===== src/core/crsf_pkg.sv =====
// Constants shared by the core rail supervisor and its fail-safe timer
package crsf_pkg;

	// Register offsets on the internal register port
	localparam logic [7:0] DYN_FAN_START_TEMPERATURE_CTRL_ONE_OFS = 8'h36;
	localparam logic [7:0] BOARD_TEST_EN_OFS     = 8'h6F;

	// Field positions
	localparam int CORE_RAIL_LOW_ENABLE_BIT   = 1;
	localparam int BOARD_TEST_TREE_ENABLE_BIT = 0;
	localparam int STATUS_CORE_RAIL_BIT       = 1;

	// Values after reset and after a default load
	localparam logic [7:0] DYN_FAN_START_TEMPERATURE_CTRL_ONE_RST = 8'h00;
	localparam logic [7:0] BOARD_TEST_EN_RST     = 8'h00;

	// Fail-safe countdown: time as printed, cycles derived from the clock rate
	localparam longint CLK_HZ            = 64'd100_000_000;
	localparam longint FAILSAFE_TIME_MS  = 64'd4600;
	localparam longint FAILSAFE_CYCLES_L = (FAILSAFE_TIME_MS * CLK_HZ) / 64'd1000;
	localparam int     FAILSAFE_CYCLES   = int'(FAILSAFE_CYCLES_L);
	localparam int     FAILSAFE_CNT_W    = 29;

	// Synchroniser settle time before the first rail poll
	localparam logic [1:0] POLL_SETTLE_CYCLES = 2'h3;

	// Power-up sequence states
	typedef enum logic [2:0] {
		PU_POLL   = 3'b000,
		PU_IDLE   = 3'b001,
		PU_COUNT  = 3'b010,
		PU_FULL   = 3'b011,
		PU_NORMAL = 3'b100
	} crsf_pu_state_t;

endpackage


===== src/core/crsf_timer_if.sv =====
// Handshake between the power-up sequencer and the fail-safe countdown
interface crsf_timer_if;
	logic start;    // One-cycle pulse: load and run the countdown
	logic clear;    // One-cycle pulse: abandon the countdown
	logic expired;  // Level: countdown ran out

	modport timer
	(
		input  start,
		input  clear,
		output expired
	);

	modport ctrl
	(
		output start,
		output clear,
		input  expired
	);
endinterface


===== src/core/crsf_supervisor.sv =====
// Core rail supervisor: rail-low freeze, power-up fail-safe and board-test tree
// How it works
// - Rail-low handling acts only while enable bit one of register 0x36 is set.
// - Rail below its low limit sets status bit one.
// - Rail-low drives the alert pin only when that alert source is enabled.
// - Rail low suspends thermal monitoring; thermal timer holds its count.
// - Rail low freezes dynamic fan-start temperature adjustment.
// - Rail low blocks entry into shutdown, even when requested.
// - Rail back above limit re-enables everything suspended.
// - Bit zero of register 0x6F selects the XNOR board-test chain.
// - Base variant polls the rail at power-up; option starts with fans running.
// - Rail unpowered at power-up: stay idle until addressed, then load defaults.
// - Rail powered at power-up starts countdown; expiry forces fans full speed.
// - After full speed, first address stops fans, loads defaults, runs normally.
// - Host addressing before expiry gives normal operation, never full speed.
module crsf_supervisor
#(
	parameter bit FANS_ON_AT_POWERUP = 1'b0,                      // Variant: skip rail poll
	parameter int FAILSAFE_CYCLES    = crsf_pkg::FAILSAFE_CYCLES, // Countdown length
	parameter int TEST_PINS          = 8                          // Pins in XNOR chain
)
(
	input  wire logic                 clk,                   // 100 MHz clock
	input  wire logic                 rst_b,                 // Power-on reset, active low
	input  wire logic                 reg_wr,                // Register write strobe
	input  wire logic                 reg_rd,                // Register read strobe
	input  wire logic [7:0]           reg_addr,              // Register offset
	input  wire logic [7:0]           reg_wdata,             // Write data
	output logic      [7:0]           reg_rdata,             // Read data, next cycle
	input  wire logic                 smbus_addr_match,      // Valid transaction addressed us
	input  wire logic [7:0]           core_rail_voltage,     // Rail reading
	input  wire logic [7:0]           core_rail_low_limit,   // Rail low limit
	input  wire logic                 core_rail_present,     // Rail above 0.75 V, async
	input  wire logic                 status_clear,          // Clear status flag
	input  wire logic                 alert_enable,          // Alert source enabled
	input  wire logic                 shutdown_request,      // Shutdown wanted
	input  wire logic [TEST_PINS-1:0] test_pins,             // Pins of the XNOR chain
	output logic      [7:0]           status_one,            // First status register
	output logic                      smbus_alert_out,       // Alert pin level
	output logic                      smbus_alert_oe,        // Alert pin pulled low
	output logic                      thermal_monitor_enable,// Thermal input monitoring on
	output logic                      thermal_timer_hold,    // Thermal timer frozen
	output logic                      dyn_fan_start_temperature_adjust_enable,// Fan-start temp adaptation on
	output logic                      shutdown_active,       // Device in shutdown
	output logic                      fan_full_speed,        // Fans forced full speed
	output logic                      load_defaults,         // One-cycle default load
	output logic                      normal_operation,      // Normal operation running
	output logic                      board_test_mode,       // XNOR test mode on
	output logic                      xnor_tree_out          // XNOR chain result
);

	logic [7:0]               dyn_fan_start_temperature_control_one_reg;
	logic [7:0]               board_test_enable_reg;
	logic [7:0]               reg_rdata_reg;
	logic                     present_meta_reg;
	logic                     present_sync_reg;
	logic [TEST_PINS-1:0]     pins_meta_reg;
	logic [TEST_PINS-1:0]     pins_sync_reg;
	logic                     rail_low_reg;
	logic                     status_flag_reg;
	logic                     alert_oe_reg;
	logic                     thermal_en_reg;
	logic                     fan_start_temperature_adj_reg;
	logic                     shutdown_reg;
	logic                     full_speed_reg;
	logic                     load_defaults_reg;
	logic                     normal_reg;
	logic                     test_mode_reg;
	logic                     xnor_reg;
	logic [1:0]               settle_reg;
	logic                     rail_low_next;
	crsf_pkg::crsf_pu_state_t pu_state_reg;
	crsf_pkg::crsf_pu_state_t pu_state_next;
	crsf_timer_if             tif ();

	crsf_failsafe_timer
	#(
		.CYCLES (FAILSAFE_CYCLES)
	)
	u_timer
	(
		.clk   (clk),
		.rst_b (rst_b),
		.tif   (tif)
	);

	generate
		if (TEST_PINS < 1)
		begin : g_bad
			$error("XNOR chain needs at least one pin");
		end
	endgenerate

	////////////////////////////////////////////////////////////////////////////////
	// Pin synchronisers; first stage feeds only the second
	always_ff @(posedge clk or negedge rst_b)
	begin
		if (!rst_b)
		begin
			present_meta_reg <= 1'b0;
			present_sync_reg <= 1'b0;
			pins_meta_reg    <= '0;
			pins_sync_reg    <= '0;
		end
		else
		begin
			present_meta_reg <= core_rail_present;
			present_sync_reg <= present_meta_reg;
			pins_meta_reg    <= test_pins;
			pins_sync_reg    <= pins_meta_reg;
		end
	end

	////////////////////////////////////////////////////////////////////////////////
	// Register file; a default load returns both registers to reset values
	always_ff @(posedge clk or negedge rst_b)
	begin
		if (!rst_b)
		begin
			dyn_fan_start_temperature_control_one_reg <= crsf_pkg::DYN_FAN_START_TEMPERATURE_CTRL_ONE_RST;
			board_test_enable_reg    <= crsf_pkg::BOARD_TEST_EN_RST;
		end
		else if (load_defaults_reg)
		begin
			dyn_fan_start_temperature_control_one_reg <= crsf_pkg::DYN_FAN_START_TEMPERATURE_CTRL_ONE_RST;
			board_test_enable_reg    <= crsf_pkg::BOARD_TEST_EN_RST;
		end
		else if (reg_wr)
		begin
			if (reg_addr == crsf_pkg::DYN_FAN_START_TEMPERATURE_CTRL_ONE_OFS)
				dyn_fan_start_temperature_control_one_reg <= reg_wdata;
			if (reg_addr == crsf_pkg::BOARD_TEST_EN_OFS)
				board_test_enable_reg <= reg_wdata;
		end
	end

	// Read data; unmapped offsets read zero
	always_ff @(posedge clk or negedge rst_b)
	begin
		if (!rst_b)
			reg_rdata_reg <= 8'h00;
		else if (reg_rd)
		begin
			unique case (reg_addr)
				crsf_pkg::DYN_FAN_START_TEMPERATURE_CTRL_ONE_OFS: reg_rdata_reg <= dyn_fan_start_temperature_control_one_reg;
				crsf_pkg::BOARD_TEST_EN_OFS:     reg_rdata_reg <= board_test_enable_reg;
				default:                         reg_rdata_reg <= 8'h00;
			endcase
		end
	end

	////////////////////////////////////////////////////////////////////////////////
	// Rail-low condition; it clears itself when the rail recovers
	// gated by enable bit
	assign rail_low_next = dyn_fan_start_temperature_control_one_reg[crsf_pkg::CORE_RAIL_LOW_ENABLE_BIT]
		&& (core_rail_voltage < core_rail_low_limit);

	always_ff @(posedge clk or negedge rst_b)
	begin
		if (!rst_b)
			rail_low_reg <= 1'b0;
		else
			rail_low_reg <= rail_low_next;
	end

	// Sticky status flag; a new low event wins over a clear
	// flag rail low
	always_ff @(posedge clk or negedge rst_b)
	begin
		if (!rst_b)
			status_flag_reg <= 1'b0;
		else if (rail_low_next)
			status_flag_reg <= 1'b1;
		else if (status_clear)
			status_flag_reg <= 1'b0;
	end

	// Alert pulls the open-drain pin low while the flag stands
	// alert if enabled
	always_ff @(posedge clk or negedge rst_b)
	begin
		if (!rst_b)
			alert_oe_reg <= 1'b0;
		else
			alert_oe_reg <= alert_enable && (status_flag_reg || rail_low_next);
	end

	////////////////////////////////////////////////////////////////////////////////
	// Functions frozen while the rail is low; timer hold keeps the count intact
	// suspend thermal monitoring
	always_ff @(posedge clk or negedge rst_b)
	begin
		if (!rst_b)
		begin
			thermal_en_reg <= 1'b0;
			fan_start_temperature_adj_reg   <= 1'b0;
		end
		else
		begin
			thermal_en_reg <= normal_reg && !rail_low_next;
			fan_start_temperature_adj_reg   <= normal_reg && !rail_low_next;
		end
	end

	// Shutdown entry refused while low; leaving shutdown is always allowed
	// block shutdown entry
	always_ff @(posedge clk or negedge rst_b)
	begin
		if (!rst_b)
			shutdown_reg <= 1'b0;
		else if (!shutdown_request)
			shutdown_reg <= 1'b0;
		else if (!rail_low_next)
			shutdown_reg <= 1'b1;
	end

	////////////////////////////////////////////////////////////////////////////////
	// Board-test XNOR chain over synchronised pins
	// XNOR test mode
	always_ff @(posedge clk or negedge rst_b)
	begin
		if (!rst_b)
		begin
			test_mode_reg <= 1'b0;
			xnor_reg      <= 1'b0;
		end
		else
		begin
			test_mode_reg <= board_test_enable_reg[crsf_pkg::BOARD_TEST_TREE_ENABLE_BIT];
			xnor_reg      <= board_test_enable_reg[crsf_pkg::BOARD_TEST_TREE_ENABLE_BIT]
				&& ~(^pins_sync_reg);
		end
	end

	////////////////////////////////////////////////////////////////////////////////
	// Power-up sequencer
	always_comb
	begin
		pu_state_next = pu_state_reg;
		unique case (pu_state_reg)
			crsf_pkg::PU_POLL:
			begin
				if (FANS_ON_AT_POWERUP)
					pu_state_next = crsf_pkg::PU_FULL;
				else if (smbus_addr_match)
					pu_state_next = crsf_pkg::PU_NORMAL;
				else if (settle_reg == crsf_pkg::POLL_SETTLE_CYCLES)
					pu_state_next = present_sync_reg ? crsf_pkg::PU_COUNT : crsf_pkg::PU_IDLE;
			end
			crsf_pkg::PU_IDLE:
			begin
				if (smbus_addr_match)
					pu_state_next = crsf_pkg::PU_NORMAL;
			end
			crsf_pkg::PU_COUNT:
			begin
				if (smbus_addr_match)
					pu_state_next = crsf_pkg::PU_NORMAL;
				else if (tif.expired)
					pu_state_next = crsf_pkg::PU_FULL;
			end
			crsf_pkg::PU_FULL:
			begin
				if (smbus_addr_match)
					pu_state_next = crsf_pkg::PU_NORMAL;
			end
			crsf_pkg::PU_NORMAL:
				pu_state_next = crsf_pkg::PU_NORMAL;
			default:
				pu_state_next = crsf_pkg::PU_POLL;
		endcase
	end

	always_ff @(posedge clk or negedge rst_b)
	begin
		if (!rst_b)
		begin
			pu_state_reg <= crsf_pkg::PU_POLL;
			settle_reg   <= 2'h0;
		end
		else
		begin
			pu_state_reg <= pu_state_next;
			if (settle_reg != crsf_pkg::POLL_SETTLE_CYCLES)
				settle_reg <= settle_reg + 2'h1;
		end
	end

	// Countdown start on entry, clear on any address
	// start countdown
	assign tif.start = (pu_state_reg == crsf_pkg::PU_POLL) && (pu_state_next == crsf_pkg::PU_COUNT);
	assign tif.clear = smbus_addr_match;

	// Sequencer outputs; defaults load once on the way into normal operation
	// expiry forces full speed
	always_ff @(posedge clk or negedge rst_b)
	begin
		if (!rst_b)
		begin
			full_speed_reg    <= 1'b0;
			load_defaults_reg <= 1'b0;
			normal_reg        <= 1'b0;
		end
		else
		begin
			full_speed_reg    <= (pu_state_next == crsf_pkg::PU_FULL);
			load_defaults_reg <= (pu_state_reg != crsf_pkg::PU_NORMAL)
				&& (pu_state_next == crsf_pkg::PU_NORMAL);
			normal_reg        <= (pu_state_next == crsf_pkg::PU_NORMAL);
		end
	end

	////////////////////////////////////////////////////////////////////////////////
	// Output drive
	assign reg_rdata              = reg_rdata_reg;
	assign status_one             = {6'h00, status_flag_reg, 1'b0};
	assign smbus_alert_out        = 1'b0;
	assign smbus_alert_oe         = alert_oe_reg;
	assign thermal_monitor_enable = thermal_en_reg;
	assign thermal_timer_hold     = rail_low_reg;
	assign dyn_fan_start_temperature_adjust_enable = fan_start_temperature_adj_reg;
	assign shutdown_active        = shutdown_reg;
	assign fan_full_speed         = full_speed_reg;
	assign load_defaults          = load_defaults_reg;
	assign normal_operation       = normal_reg;
	assign board_test_mode        = test_mode_reg;
	assign xnor_tree_out          = xnor_reg;

endmodule


===== src/core/crsf_failsafe_timer.sv =====
// Fail-safe countdown counter clocked from the internal clock
module crsf_failsafe_timer
#(
	parameter int CYCLES = crsf_pkg::FAILSAFE_CYCLES  // Countdown length in clocks
)
(
	input wire logic      clk,    // System clock
	input wire logic      rst_b,  // Asynchronous reset, active low
	crsf_timer_if.timer   tif     // Start, clear and expiry
);

	logic [crsf_pkg::FAILSAFE_CNT_W-1:0] count_reg;
	logic                                run_reg;
	logic                                expired_reg;

	generate
		if (CYCLES < 1 || longint'(CYCLES) >= (64'd1 << crsf_pkg::FAILSAFE_CNT_W))
		begin : g_bad
			$error("fail-safe cycle count out of range");
		end
	endgenerate

	////////////////////////////////////////////////////////////////////////////////
	// Countdown; a clear beats a start so an addressed device never re-arms
	// counter clears on address
	always_ff @(posedge clk or negedge rst_b)
	begin
		if (!rst_b)
		begin
			count_reg   <= '0;
			run_reg     <= 1'b0;
			expired_reg <= 1'b0;
		end
		else if (tif.clear)
		begin
			count_reg   <= '0;
			run_reg     <= 1'b0;
			expired_reg <= 1'b0;
		end
		else if (tif.start)
		begin
			count_reg   <= crsf_pkg::FAILSAFE_CNT_W'(CYCLES - 1);
			run_reg     <= 1'b1;
			expired_reg <= 1'b0;
		end
		else if (run_reg)
		begin
			if (count_reg == '0)
			begin
				run_reg     <= 1'b0;
				expired_reg <= 1'b1;
			end
			else
			begin
				count_reg <= count_reg - 1'b1;
			end
		end
	end

	assign tif.expired = expired_reg;

endmodule


===== config.mk =====
export PLATFORM = sky130hd
export DESIGN_NAME = crsf_supervisor
export DESIGN_NICKNAME = d
export VERILOG_FILES = /design/src/core/crsf_pkg.sv /design/src/core/crsf_timer_if.sv /design/src/core/crsf_supervisor.sv /design/src/core/crsf_failsafe_timer.sv
export SDC_FILE = /design/constraint.sdc
export NUM_CORES = 1
export LEC_CHECK = 0
export ABC_CLOCK_PERIOD_IN_PS = 2400
export BUFFER_PORTS_ARGS = -buffer_cell sky130_fd_sc_hd__buf_2
export CAP_MARGIN = 20
export CORE_MARGIN = 2
export CORE_UTILIZATION = 58
export CTS_BUF_LIST = sky130_fd_sc_hd__clkbuf_2 sky130_fd_sc_hd__clkbuf_4 sky130_fd_sc_hd__clkbuf_8
export DETAILED_ROUTE_END_ITERATION = 12
export PLACE_DENSITY_LB_ADDON = 0.05
export SYNTH_ARGS = -nofsm -noshare
export SYNTH_HDL_FRONTEND = slang
export SYNTH_SLANG_ARGS = --single-unit

===== constraint.sdc =====
create_clock -name clk -period 2.4 [get_ports clk]
set_input_delay 0.36 -clock clk [delete_from_list [all_inputs] [get_ports clk]]
set_output_delay 0.36 -clock clk [all_outputs]
set_load 0.03 [all_outputs]

==> results.md <==
- Clock-pin slew on the worst setup and hold paths: 0.09 ns
- Top cell type's share of synthesized area: 50.7%
- CTS Buffer Depth: 2
- Final Wtd Congestion: 0.865
- Compound-cell area share of the yosys netlist: 15.6%
- Die footprint: 8190 µm²
- CP Buf/Inv Count: 1
- Cell variety after synth: 62
- EDFF count, synth: 0
- Internal reg-to-reg setup slack: 0.23 ns
- Vias in the first global route: 3215
- Area Overhead vs Synth: 15.9%
- Fmax: 460 MHz
- Initial antenna violation count: 0
- Post-DP HPWL: 6.32 mm
- Mapped Cells: 424
- Core Area: 7250 µm²
- Largest register FFs: 29
- #FFs+latches synth: 88
- Total Routing Usage GR: 22.6%
- Largest family of logic cells by synthesized area: simple AND/OR/NAND/NOR gates
- # diodes: 0
- Synth Cell Area: 4340 µm²
- Mean post-synth cell area: 10.2 µm²
- Synth Area in Simple Gates: 21.9%
- Reg2reg start: u_timer.count_reg[0]
- Clock Skew: 0.00741 ns
- FF-to-FF End: u_timer.count_reg[26]
- Hold wc startpoint: test_pins[0]
- FP Rows: 31
- DR iter-0 viols: 224
- PortBufs: 67
- Util after Layout: 69.3%
- Final #Nets: 549
- Mux cell area share after synthesis: 0.720%
- Seq/Total Area, Yosys: 50.7%
- DRC Markers: 0
- First-pass GRT wire length: 15.1 mm
- Min Tclk post-route: 2.17 ns
- Fill cells: 582
- Post-route cell area: 5030 µm²
- WS Path Type: reg2reg
- Clock root buffer: clkbuf_8
- Starting Density: 59.9%
- Main synth FF type: dfrtp_1
- Post-synthesis adder-cell area fraction: 2.88%
- CP Max Fanout: 10
- Pwr/cell area: 1030 nW/µm²
- Synth Warn #: 0
- 1st-pass router iterations: 4
- Vias/cell: 5.73
- FFs w/ async S/R, synth: 100%
- Crit. End Element: register
- Die height: 90.5 µm
- Setup TNS: 0 ns
- Status: complete, no violations
- I/O pin count: 76
- Actual slew at the worst max-slew pin: 0.551 ns
- Critical path data required time: 2.65 ns
- Largest net degree at the start of global routing: 56
- Top-count cell post-synth: dfrtp_1
- Routed len/inst: 15.1 µm
- CP delay by family, top: compound AO/OA/AOI/OAI gates
- Max-cap violations: 0
- Hold_ws: 0.111 ns
- Placed Area: 4740 µm²
- Post-Synth XOR/XNOR Area: 2.82%
- Leading area contributor after synthesis: dfrtp_1
- Pleak: 2.37 nW
- R2R depth: 7
- WHS Endpoint: pins_meta_reg[0]
- Hold Crit Depth: 1
- Die Wd: 90.5 µm
- Arrival time at the worst endpoint: 2.43 ns
- H-tree lvl count: 3
- Num CTS Buffers: 9
- Post-CTS Resized: 0
- Final setup vio count: 0
- Clock Latency Late Sink: 0.35 ns
- Total gr overflow: 0
- Commonest cells post-synth: dfrtp_1 (88), a21oi_1 (39), nand2_1 (37)
- CTS tree: yes
- RSZ-0062 raised after global routing: false
- Max IR drop VDD: 0.672 mV
- Synth area leaders: dfrtp_1 (51%), a21oi_1 (4.5%), nand2_1 (3.2%), ha_1 (2.9%), nand3_1 (2.7%)
- Slew margin rel.: 63.0%
- Final period util: 90.6%
- Crit-path cells: inv_1 -> ha_1 -> nor4b_2 -> nand4_4 -> o21a_1 -> a31o_2 -> a21oi_1
- Share of cells above drive strength 1: 25.1%
- Hold Vio Cnt, Final: 0
- ANT nets after route: 0
- Critical Path Start Type: register
- Fin. max-slew vios: 0
- Routed WL: 8.94 mm
- Slowest CP cell: dfrtp_1
- Hold Path Class: in2reg
- Slowest stage delay, CP: 0.44 ns
- Clock sinks: 88
- DR vias: 3406
[how the worst max path moves through the flow]
| stage | to | from | depth (start not counted) | slack, ns |
|---|---|---|---|---|
| floorplan | u_timer.count_reg[19] | u_timer.count_reg[0] | 8 | 0.45 |
| global placement | u_timer.count_reg[22] | u_timer.count_reg[0] | 7 | 0.26 |
| detailed placement | u_timer.count_reg[21] | u_timer.count_reg[0] | 7 | 0.16 |
| CTS | u_timer.count_reg[4] | u_timer.count_reg[0] | 7 | 0.13 |
| global route | u_timer.count_reg[19] | u_timer.count_reg[0] | 7 | 0.1 |
| finish | u_timer.count_reg[26] | u_timer.count_reg[0] | 7 | 0.23 |
[metrics by stage]
| stage | total power, mW | std cells | worst slack [ns] |
|---|---|---|---|
| 5_1_grt | 5.49 | 594 | 0.0999 |
| 6_report | 5.17 | 594 | 0.226 |
| 2_1_floorplan | 3.45 | 431 | 0.453 |
| 3_5_place_dp | 3.90 | 575 | 0.156 |
| 3_3_place_gp | 3.86 | 575 | 0.258 |
| 4_1_cts | 5.17 | 592 | 0.134 |
[layout by cell type (no fill, tap or decap), types with 9 or more instances in the layout]
cell type and count:
buf_2 66, clkbuf_8 9, nor3_1 9, inv_1 14, ha_1 10, nand3_1 23, buf_4 11, dfrtp_1 88
or4_1 9, a21oi_1 39, nand2_1 37, o21ai_0 11, nor2_1 21
[layer usage]
layer | global-route usage (%) | routed length (µm) | up-vias
met5 | 0 | 0 | -
met4 | 5.77 | 119 | 0
met3 | 4.42 | 451 | 11
met2 | 37.3 | 4340 | 108
met1 | 31.0 | 4030 | 1638
li1 | - | - | 1649
[area by class of cell]
| type | instances | area [µm²] | share of cell area [%] |
|---|---|---|---|
| Sequential cell | 88 | 2200 | 43.8 |
| Multi-Input combinational cell | 297 | 1940 | 38.5 |
| Timing Repair Buffer | 80 | 463 | 9.20 |
| Clock inverter | 7 | 126 | 2.51 |
| Clock buffer | 9 | 124 | 2.46 |
| Tap cell | 99 | 124 | 2.46 |
| Inverter | 14 | 52.6 | 1.04 |
[cells by family (layout without fill, tap and decap cells)]
kind of cell,Yosys count,count (layout)
and+or+nand+nor,158,158
xor gates and xnor gates,14,14
adders and majority gates,10,10
other,1,8
buffers and inverters,46,110
AOI/OAI and AO/OA,104,104
muxes,3,3
DFF,88,88
[power by group]
group	switching, mW	internal [mW]	total, mW
Combinational	1.10	0.758	1.86
Clock	0.554	0.704	1.26
Sequential	0.346	1.71	2.05
[what timing repair did]
action	CTS	global route
hold endpoints to repair	33	0
setup endpoints to repair	0	2
setup buffers	0	2
hold buffers	1	0
Note: power is estimated with default switching activity, not from simulation.
